`src/hw/rls_defines.svh`:
```
// Offsets, field positions, reset values and clock rates of the rx clock / serial LOS block
`ifndef RLS_DEFINES_SVH
`define RLS_DEFINES_SVH

`define RLS_NCH 17
`define RLS_LAST_CH 5'h10

`define RLS_CTRL_OFS 10'h000
`define RLS_LOS_OFS 10'h004
`define RLS_EVT_OFS 10'h008
`define RLS_CFGA_PAGE 2'h1
`define RLS_CFGB_PAGE 2'h2

`define RLS_CTRL_EN 0
`define RLS_CTRL_FAST 1
`define RLS_EVT_VALID 31

`define RLS_CTRL_RST 1'h0
`define RLS_CFGA_RST 8'h00
`define RLS_CFGB_RST 8'h00

`define RLS_FIFO_DEPTH 32
`define RLS_FIFO_WIDTH 17

`define RLS_CLK_HZ 50000000
`define RLS_REF_SLOW_HZ 8000
`define RLS_REF_FAST_HZ 2048000
`define RLS_NCO_STEP(hz) (32'(((64'(hz)) << 32) / 64'(`RLS_CLK_HZ)))

`endif

```
`src/hw/rls_pkg.sv`:
```
// Types shared by the rx clock / serial LOS block
package rls_pkg;

  typedef logic [16:0] rls_chvec_t;

  typedef enum logic [1:0] {RLS_SINGLE_NRZ, RLS_DUAL_NRZ, RLS_DUAL_RZ, RLS_DUAL_SLICED} rls_rmode_e;

  typedef enum logic [2:0] {
    RLS_MF_PATT, RLS_MF_AIS, RLS_MF_EXZ, RLS_MF_BPV,
    RLS_MF_EXZ_BPV, RLS_MF_LOS, RLS_MF_RCLK, RLS_MF_XOR
  } rls_mf_e;

  typedef enum logic [2:0] {RLS_R_NONE, RLS_R_CTRL, RLS_R_LOS, RLS_R_EVT, RLS_R_CFGA, RLS_R_CFGB}
    rls_reg_e;

  typedef struct packed {
    logic los_clk_high;
    logic pd_hiz;
    logic [3:0] spare;
    rls_rmode_e mode;
  } rls_cfg_a_s;

  typedef struct packed {
    rls_mf_e mf_sel;
    logic edge_fall;
    logic data_inv;
    logic [2:0] spare;
  } rls_cfg_b_s;

  typedef struct packed {
    logic rec_clk;
    logic rail_pos;
    logic rail_neg;
    logic los;
    logic ais;
    logic exz;
    logic bpv;
    logic patt_match;
    logic powerdown;
  } rls_chin_s;

  typedef struct packed {
    logic rec_clk_or_mf;
    logic clk_oe_b;
    logic data_or_pos;
    logic neg_or_mf;
    logic data_oe_b;
  } rls_chout_s;

  typedef struct packed {
    rls_reg_e kind;
    logic [4:0] ch;
  } rls_dec_s;

  typedef struct packed {
    logic [1:0] external_reference_clock_sync;
    logic ctrl_en;
    logic ctrl_fast;
    rls_cfg_a_s [16:0] cfg_a;
    rls_cfg_b_s [16:0] cfg_b;
    rls_chvec_t rclk_d;
    rls_chvec_t pos_q;
    rls_chvec_t neg_q;
    rls_chvec_t mf_q;
    rls_chout_s [16:0] pins;
    logic [31:0] nco;
    logic ref_q;
    logic [4:0] slot;
    logic los_bit;
    logic marker;
    logic serial_oe_b;
    rls_chvec_t los_prev;
    logic evt_pending;
    rls_chvec_t evt_vec;
    logic wb_ack;
    logic [31:0] wb_dat;
  } rls_state_s;

endpackage

```
`src/hw/rls_top.sv`:
```
// Receive clock / multiplex pins and serial LOS status stream with register slave
//
// Added by the designer: the Wishbone interface to the registers and the register offsets.
`timescale 1ns/1ps
`include "rls_defines.svh"
module rls_top
  import rls_pkg::*;
(
  // Clock and reset
  input wire logic ref_clk,
  input wire logic rst_b,
  // Wishbone slave
  input wire logic wb_cyc_i,
  input wire logic wb_stb_i,
  input wire logic wb_we_i,
  input wire logic [9:0] wb_adr_i,
  input wire logic [3:0] wb_sel_i,
  input wire logic [31:0] wb_dat_i,
  output logic [31:0] wb_dat_o,
  output logic wb_ack_o,
  // Line side
  input wire logic external_reference_clock,
  input wire rls_chin_s [16:0] ch_in,
  // Per channel system pins
  output rls_chout_s [16:0] ch_out,
  // Serial LOS stream
  output logic reference_clock_out,
  output logic serial_line_los_status,
  output logic channel_zero_marker,
  output logic serial_oe_b
);

  rls_state_s s;
  rls_state_s n;
  rls_chvec_t los_vec;
  rls_chvec_t act_edge;
  logic req;
  logic ref_rise;
  logic evt_ready;
  logic evt_valid;
  logic evt_pop;
  rls_chvec_t evt_data;
  rls_dec_s dec;
  logic [31:0] nco_sum;

  function automatic rls_dec_s decode(input logic [9:0] adr);
    rls_dec_s d;
    d.ch = adr[6:2];
    d.kind = RLS_R_NONE;
    if (adr == `RLS_CTRL_OFS)
      d.kind = RLS_R_CTRL;
    else if (adr == `RLS_LOS_OFS)
      d.kind = RLS_R_LOS;
    else if (adr == `RLS_EVT_OFS)
      d.kind = RLS_R_EVT;
    else if (adr[9:8] == `RLS_CFGA_PAGE && adr[7] == 1'b0 && adr[1:0] == 2'h0
             && adr[6:2] <= `RLS_LAST_CH)
      d.kind = RLS_R_CFGA;
    else if (adr[9:8] == `RLS_CFGB_PAGE && adr[7] == 1'b0 && adr[1:0] == 2'h0
             && adr[6:2] <= `RLS_LAST_CH)
      d.kind = RLS_R_CFGB;
    return d;
  endfunction

  function automatic logic mf_pick(input rls_mf_e sel, input rls_chin_s c);
    logic v;
    v = 1'b0;
    unique case (sel)
      RLS_MF_PATT: v = c.patt_match;
      RLS_MF_AIS: v = c.ais;
      RLS_MF_EXZ: v = c.exz;
      RLS_MF_BPV: v = c.bpv;
      RLS_MF_EXZ_BPV: v = c.exz | c.bpv;
      RLS_MF_LOS: v = c.los;
      RLS_MF_RCLK: v = c.rec_clk;
      RLS_MF_XOR: v = c.rail_pos ^ c.rail_neg;
    endcase
    return v;
  endfunction

  assign req = wb_cyc_i && wb_stb_i && !s.wb_ack;
  assign dec = decode(wb_adr_i);
  assign evt_pop = req && !wb_we_i && dec.kind == RLS_R_EVT && evt_valid;
  assign wb_ack_o = s.wb_ack;
  assign wb_dat_o = s.wb_dat;
  assign ch_out = s.pins;
  assign reference_clock_out = s.ref_q;
  assign serial_line_los_status = s.los_bit;
  assign channel_zero_marker = s.marker;
  assign serial_oe_b = s.serial_oe_b;

  genvar gi;
  generate
    for (gi = 0; gi < `RLS_NCH; gi++)
    begin : g_ch
      assign los_vec[gi] = ch_in[gi].los;
      // Active edge of the recovered clock, polarity per channel
      assign act_edge[gi] = s.cfg_b[gi].edge_fall ? (s.rclk_d[gi] && !ch_in[gi].rec_clk)
                                                  : (!s.rclk_d[gi] && ch_in[gi].rec_clk);
    end
  endgenerate

  always_comb
  begin
    n = s;
    // First stage feeds only the second
    n.external_reference_clock_sync = {s.external_reference_clock_sync[0], external_reference_clock};

    // Register slave, one wait-free cycle to ack
    n.wb_ack = req;
    if (req)
    begin
      n.wb_dat = 32'h0;
      unique case (dec.kind)
        RLS_R_CTRL: n.wb_dat[`RLS_CTRL_FAST:`RLS_CTRL_EN] = {s.ctrl_fast, s.ctrl_en};
        RLS_R_LOS: n.wb_dat[16:0] = los_vec;
        RLS_R_EVT: n.wb_dat = {evt_valid, 14'h0, evt_data};
        RLS_R_CFGA: n.wb_dat[7:0] = s.cfg_a[dec.ch];
        RLS_R_CFGB: n.wb_dat[7:0] = s.cfg_b[dec.ch];
        RLS_R_NONE: n.wb_dat = 32'h0;
        default: n.wb_dat = 32'h0;
      endcase
      if (wb_we_i && wb_sel_i[0])
      begin
        unique case (dec.kind)
          RLS_R_CTRL:
          begin
            n.ctrl_en = wb_dat_i[`RLS_CTRL_EN];
            n.ctrl_fast = wb_dat_i[`RLS_CTRL_FAST];
          end
          RLS_R_CFGA: n.cfg_a[dec.ch] = rls_cfg_a_s'(wb_dat_i[7:0]);
          RLS_R_CFGB: n.cfg_b[dec.ch] = rls_cfg_b_s'(wb_dat_i[7:0]);
          default: n.ctrl_en = s.ctrl_en;
        endcase
      end
    end

    // Per channel data capture and pin multiplexing
    for (int i = 0; i < `RLS_NCH; i++)
    begin
      n.rclk_d[i] = ch_in[i].rec_clk;
      if (act_edge[i])
      begin
        n.pos_q[i] = ch_in[i].rail_pos ^ s.cfg_b[i].data_inv;
        n.neg_q[i] = ch_in[i].rail_neg ^ s.cfg_b[i].data_inv;
        n.mf_q[i] = mf_pick(s.cfg_b[i].mf_sel, ch_in[i]);
      end
      // A clock source is passed straight, retiming it would freeze it
      if (s.cfg_b[i].mf_sel == RLS_MF_RCLK)
        n.mf_q[i] = ch_in[i].rec_clk;
      if (ch_in[i].powerdown)
      begin
        n.pins[i].rec_clk_or_mf = 1'b0;
        n.pins[i].clk_oe_b = s.cfg_a[i].pd_hiz;
        n.pins[i].data_or_pos = 1'b0;
        n.pins[i].neg_or_mf = 1'b0;
        n.pins[i].data_oe_b = s.cfg_a[i].pd_hiz;
      end
      else
      begin
        n.pins[i].clk_oe_b = 1'b0;
        n.pins[i].data_oe_b = 1'b0;
        n.pins[i].data_or_pos = n.pos_q[i];
        if (s.cfg_a[i].mode == RLS_SINGLE_NRZ)
          n.pins[i].neg_or_mf = n.mf_q[i];
        else
          n.pins[i].neg_or_mf = n.neg_q[i];
        if (s.cfg_a[i].mode == RLS_DUAL_SLICED)
          n.pins[i].rec_clk_or_mf = n.mf_q[i];
        else if (ch_in[i].los)
          n.pins[i].rec_clk_or_mf = s.cfg_a[i].los_clk_high || s.external_reference_clock_sync[1];
        else
          n.pins[i].rec_clk_or_mf = ch_in[i].rec_clk;
      end
    end

    // Reference clock from a phase accumulator, the fast rate has no integer divisor
    n.nco = s.ctrl_en ? nco_sum : 32'h0;
    n.ref_q = n.nco[31];
    n.serial_oe_b = !s.ctrl_en;
    if (!s.ctrl_en)
      n.slot = 5'h0;
    else if (ref_rise)
    begin
      n.los_bit = los_vec[s.slot];
      n.marker = s.slot == 5'h0;
      n.slot = (s.slot == `RLS_LAST_CH) ? 5'h0 : s.slot + 5'h1;
    end

    // Change log: latest vector waits while the FIFO is full
    if (los_vec != s.los_prev)
    begin
      n.los_prev = los_vec;
      n.evt_vec = los_vec;
      n.evt_pending = 1'b1;
    end
    else if (s.evt_pending && evt_ready)
    begin
      n.evt_pending = 1'b0;
    end
  end

  // Sum kept outside the state process so the edge flag forms no loop
  assign nco_sum = s.nco + (s.ctrl_fast ? `RLS_NCO_STEP(`RLS_REF_FAST_HZ)
                                        : `RLS_NCO_STEP(`RLS_REF_SLOW_HZ));
  assign ref_rise = !s.ref_q && nco_sum[31] && s.ctrl_en;

  always_ff @(posedge ref_clk)
  begin
    if (!rst_b)
    begin
      s <= '0;
      s.serial_oe_b <= 1'b1;
      s.cfg_a <= {`RLS_NCH{`RLS_CFGA_RST}};
      s.cfg_b <= {`RLS_NCH{`RLS_CFGB_RST}};
      s.ctrl_en <= `RLS_CTRL_RST;
      s.pins <= {`RLS_NCH{5'h0}};
    end
    else
    begin
      s <= n;
    end
  end

  rls_fifo #(
    .WIDTH(`RLS_FIFO_WIDTH),
    .DEPTH(`RLS_FIFO_DEPTH)
  ) u_evt_fifo (
    .clk(ref_clk),
    .rst_b(rst_b),
    .in_valid(s.evt_pending && (los_vec == s.los_prev)),
    .in_ready(evt_ready),
    .in_data(s.evt_vec),
    .out_valid(evt_valid),
    .out_ready(evt_pop),
    .out_data(evt_data)
  );

  // Helper logic read only by the checks below
  logic los_pick;
  logic pos0_exp;
  logic [4:0] edge_cnt;
  logic seen_mark;
  assign los_pick = los_vec[s.slot];
  assign pos0_exp = ch_in[0].rail_pos ^ s.cfg_b[0].data_inv;

  always_ff @(posedge ref_clk)
  begin
    if (!rst_b || !s.ctrl_en)
    begin
      edge_cnt <= 5'h0;
      seen_mark <= 1'b0;
    end
    else if (ref_rise)
    begin
      edge_cnt <= n.marker ? 5'h1 : edge_cnt + 5'h1;
      seen_mark <= seen_mark || n.marker;
    end
  end
endmodule

```
`src/hw/rls_fifo.sv`:
```
// Small FIFO with registered read data for the LOS change log
`timescale 1ns/1ps
module rls_fifo #(
  parameter int WIDTH = 17,
  parameter int DEPTH = 32
) (
  // Clock and reset
  input wire logic clk,
  input wire logic rst_b,
  // Fill side
  input wire logic in_valid,
  output logic in_ready,
  input wire logic [WIDTH-1:0] in_data,
  // Drain side
  output logic out_valid,
  input wire logic out_ready,
  output logic [WIDTH-1:0] out_data
);
  // Depth must be a power of two: pointers wrap by overflow
  localparam int AW = $clog2(DEPTH);
  localparam int CW = AW + 1;

  typedef struct packed {
    logic [DEPTH-1:0][WIDTH-1:0] mem;
    logic [AW-1:0] wr;
    logic [AW-1:0] rd;
    logic [CW-1:0] cnt;
    logic ovalid;
    logic [WIDTH-1:0] odata;
  } rls_fifo_st_s;

  rls_fifo_st_s s_reg;
  rls_fifo_st_s s_next;
  logic push;
  logic load;

  assign in_ready = s_reg.cnt != CW'(DEPTH);
  assign out_valid = s_reg.ovalid;
  assign out_data = s_reg.odata;
  assign push = in_valid && in_ready;
  assign load = (s_reg.cnt != '0) && (!s_reg.ovalid || out_ready);

  always_comb
  begin
    s_next = s_reg;
    if (push)
    begin
      s_next.mem[s_reg.wr] = in_data;
      s_next.wr = s_reg.wr + AW'(1);
    end
    if (load)
    begin
      s_next.odata = s_reg.mem[s_reg.rd];
      s_next.rd = s_reg.rd + AW'(1);
      s_next.ovalid = 1'b1;
    end
    else if (out_ready)
    begin
      s_next.ovalid = 1'b0;
    end
    s_next.cnt = s_reg.cnt + CW'(push) - CW'(load);
  end

  always_ff @(posedge clk)
  begin
    if (!rst_b)
      s_reg <= '0;
    else
      s_reg <= s_next;
  end

endmodule

```
`config.mk`:
```
export PLATFORM = sky130hd
export DESIGN_NAME = rls_top
export DESIGN_NICKNAME = d
export VERILOG_FILES = /design/src/hw/rls_pkg.sv /design/src/hw/rls_top.sv /design/src/hw/rls_fifo.sv
export VERILOG_INCLUDE_DIRS = /design/src /design/src/hw
export SDC_FILE = /design/constraint.sdc
export NUM_CORES = 2
export LEC_CHECK = 0
export BUFFER_PORTS_ARGS = -buffer_cell sky130_fd_sc_hd__buf_2
export CAP_MARGIN = 10
export CORE_MARGIN = 1
export CORE_UTILIZATION = 43
export DETAILED_ROUTE_END_ITERATION = 6
export PLACE_DENSITY = 0.71
export REMOVE_ABC_BUFFERS = 1
export SLEW_MARGIN = 20
export SYNTH_ARGS = -nofsm -noshare
export SYNTH_HDL_FRONTEND = slang
export SYNTH_SLANG_ARGS = --single-unit
```
`constraint.sdc`:
```
create_clock -name ref_clk -period 3.85 [get_ports ref_clk]
set_clock_uncertainty 0.05 [all_clocks]
set_input_delay 0.5775 -clock ref_clk [delete_from_list [all_inputs] [get_ports ref_clk]]
set_output_delay 0.5775 -clock ref_clk [all_outputs]
set_load 0.005 [all_outputs]
```
==> reports/qor.txt <==
========================================================================================
Largest net degree at the start of global routing .........................          219
Power, Total ..............................................................     0.0251 W
Result of the run ......................................................... finished, final reports clean
Leakage power .............................................................      24.6 nW
Reg2reg path depth ........................................................           15
GRT Overall Usage .........................................................        22.4%
Max reg flops .............................................................          560
Peak Freq .................................................................      294 MHz
Source of the worst register-to-register timing path ...................... s[534]$_SDFFE_PN0P_
Routed Antenna Nets .......................................................            0
Yosys warns ...............................................................            0
Detail Placement HPWL .....................................................     90600 µm
Worst Setup End Kind ......................................................         flop
Num ports .................................................................          327
Floorplan core area .......................................................   115000 µm²
Flip-flop and latch area ..................................................    21400 µm²
Number of placed cells counting well taps .................................         6419
Share of final-layout standard cells stronger than drive strength 1 .......        18.7%
Number of DRC violations after detailed-routing iteration 0 ...............         3595
Clock latency on the worst-skew pair ......................................      0.72 ns
Final period utilization ..................................................        88.3%
Total gr overflow .........................................................            0
Period minus WS final .....................................................      3.40 ns
Endpoint arrival time on the critical path ................................      3.93 ns
CTS H-tree depth ..........................................................            3
Finish-stage setup viols ..................................................            0
Minimum setup slack among reg-to-reg paths ................................      0.45 ns
Count of unresolved DRC violations after routing ..........................            0
Number of cells produced by synthesis .....................................         5001
Worst setup path start .................................................... s[534]$_SDFFE_PN0P_
DR vias/cell ..............................................................         5.62
Most frequently used flop master after synthesis ..........................      dfxtp_1
Max-slew violation count ..................................................            0
Area overhead of the layout relative to synthesis .........................        11.1%
Max-Cap Viols .............................................................            0
Worst voltage drop across the vdd grid ....................................     0.343 mV
DIE AREA ..................................................................   118000 µm²
Setup repair after global routing missed its margin .......................           no
Chip height ...............................................................       343 µm
Number of search-and-repair iterations in the first detailed-routing pass .            7
Final non-filler cell total ...............................................         6636
Fraction of registers with async set or reset after synthesis .............           0%
Standard-cell rows ........................................................          124
Flip-flop and latch count after synthesis .................................         1066
Layout fillers ............................................................        10.4k
Distinct cell type count after synthesis ..................................           79
Clock buffer count from CTS ...............................................          107
Biggest area consumer among synthesized cells .............................      dfxtp_1
Classification of the worst-slack hold path ............................... input port to flop
Vias in the first global route ............................................        35.6k
Via count .................................................................        37.3k
Kind of launch point of the worst setup path ..............................         flop
Initial antenna violation count ...........................................            2
Post-synth EDFFs ..........................................................            0
Category of the most critical setup path .................................. flop to flop
Number of hold-slack violations in the final timing report ................            0
Maximum clock insertion buffer count ......................................            3
Routed length per placed instance .........................................      20.4 µm
Endpoint required time on the critical path ...............................      4.38 ns
Headroom to the max-slew limit ............................................        26.3%
Post-Syn Area per Cell ....................................................     10.0 µm²
CTS-repair resized insts ..................................................            0
Yosys top cell area share .................................................        42.7%
Synth top area cells ...................................................... dfxtp_1, mux2i_1, mux4_2
Hold Path Depth ...........................................................            2
CTS tree ..................................................................          yes
Minimum hold slack ........................................................    0.0251 ns
Post-Route WL .............................................................    135000 µm
Max Fanout on Critical Path ...............................................            7
Reg clk slew, reported paths ..............................................      0.06 ns
Global-route wire length before repair ....................................    208000 µm
Area taken by multi-input logic gates .....................................    25500 µm²
Transition time of the tightest slew-check pin ............................      1.11 ns
End point of the critical path ............................................ s[74]$_SDFFE_PN0P_
Number of sinks driven by the clock tree ..................................         1066
Power density over the cells ..............................................   452 nW/µm²
Starting density of the core ..............................................        43.6%
Total number of nets in the final design ..................................         5268
GP Congestion .............................................................        0.943
Worst flop-to-flop path endpoint .......................................... s[74]$_SDFFE_PN0P_
Post-synthesis sequential area ratio ......................................        42.7%
Cell at the root of the clock tree ........................................    clkbuf_16
Synthesized cell area .....................................................    50000 µm²
Overall die width .........................................................       343 µm
IO buf count ..............................................................          285
========================================================================================
-- metrics by stage --
stage | instance area (µm²) | TNS [ns] | worst slack (ns) | util [%]
floorplan | 47000 | -3916.12 | -5.67 | -
global route | 55600 | 0 | 0.123 | 48.4
global placement | 51600 | 0 | 0.544 | 45.0
detailed placement | 51600 | 0 | 0.502 | 45.0
CTS | 55600 | 0 | 0.438 | 48.4
finish | 55600 | 0 | 0.452 | 48.4
-- worst max-delay path: stages, from the launching register on --
cell and delay, ns:
dfxtp_1 0.30, inv_1 0.23, ha_1 0.26, inv_1 0.07
fa_1 0.37, nor2b_1 0.20, o31a_1 0.17, o2111ai_1 0.15
nand2_1 0.22, o211ai_1 0.12, a21oi_1 0.17, ha_1 0.26
and2_1 0.29, nand4_1 0.17, xor2_1 0.18, nor2_1 0.05
-- worst min-delay path by stage --
stage | to | start | slack [ns]
floorplan | s[537]$_SDFF_PN0_ | n[537]$_SDFF_PN0_ | 0.36
CTS | ch_out[57]$_SDFF_PP0_ | ch_in[99] | 0.002
detailed placement | s[467]$_SDFFE_PN0P_ | s[467]$_SDFFE_PN0P_ | 0.40
global route | ch_out[57]$_SDFF_PP0_ | ch_in[99] | 0.02
global placement | s[403]$_SDFFE_PN0P_ | s[403]$_SDFFE_PN0P_ | 0.39
finish | ch_out[82]$_SDFF_PP0_ | ch_in[144] | 0.03
-- logic make-up after synthesis --
group | count (synthesis) | share of synthesized area, %
xor+xnor | 108 | 1.89
buf+inv | 580 | 6.39
fa+ha+maj | 34 | 0.881
flops | 1066 | 42.7
other cells | 1 | 0.00750
mux | 1041 | 26.9
simple gates | 1676 | 14.9
compound gates | 495 | 6.38
-- report_power, final --
group,total (W),switching (W),internal [W]
logic,0.00261,0.00157,0.00104
registers,0.0114,0.000206,0.0112
clock network,0.0111,0.00459,0.00650
total,0.0251,0.00637,0.0188
-- Yosys cell counts (16+ instances only) --
cell type / count
xor2_1: 64
mux2_2: 24
buf_2: 49
ha_1: 32
clkbuf_1: 269
nor3_1: 85
nor2b_1: 23
buf_6: 63
xnor2_1: 44
o21ai_0: 98
and2_1: 61
nor2_1: 978
a21oi_1: 152
nand2_1: 208
buf_1: 28
nand2b_1: 62
mux4_2: 240
o22ai_1: 43
and3_1: 28
inv_1: 41
o221a_2: 16
buf_4: 129
dfxtp_1: 1066
mux2i_1: 777
nand3_1: 135
a211oi_1: 40
a221oi_1: 26
o21bai_1: 19
a31oi_1: 23
or3b_2: 18
-- cells in the final DEF, fill, tap and decap left out, types with 19 or more instances in the layout --
cell	count
nor2_1	978
a21oi_1	152
nand2b_1	62
a31oi_1	23
clkbuf_16	108
buf_2	282
nand3_1	135
nor3_1	83
mux2_2	24
and3_1	28
inv_1	41
nor2b_1	23
a211oi_1	40
clkbuf_8	29
xor2_1	64
o21bai_1	19
xnor2_1	44
mux2i_1	777
o22ai_1	43
clkinv_2	20
clkbuf_1	21
dfxtp_1	1062
ha_1	32
a221oi_1	26
mux4_2	240
buf_4	138
and2_1	61
o21ai_0	98
nand2_1	208
-- routing by layer --
layer / GRT usage [%] / share of wire [%] / routed length (µm) / vias to the layer above
li1: - / - / - / 17400
met1: 29.6 / 42 / 57300 / 18300
met2: 36.9 / 47 / 63700 / 1377
met3: 2.84 / 6.8 / 9160 / 256
met4: 9.04 / 3.9 / 5260 / 0
met5: 0 / 0 / 0 / -
-- final cells by class --
cell class | count | area share, %
diodes | 3 | 0.0135
flip-flops and latches | 1066 | 38.4
clock inverters | 43 | 1.14
well taps | 1512 | 3.40
multi-input cells | 3368 | 46.0
clock buffers | 158 | 5.72
repair buffers | 444 | 5.03
inverters | 42 | 0.297
-- timing repair --
action / in CTS / in global routing
setup buffers: 0 / 0
endpoints found under the hold margin: 13 / 0
hold buffers: 13 / 0
(Power assumes the default switching activity.)
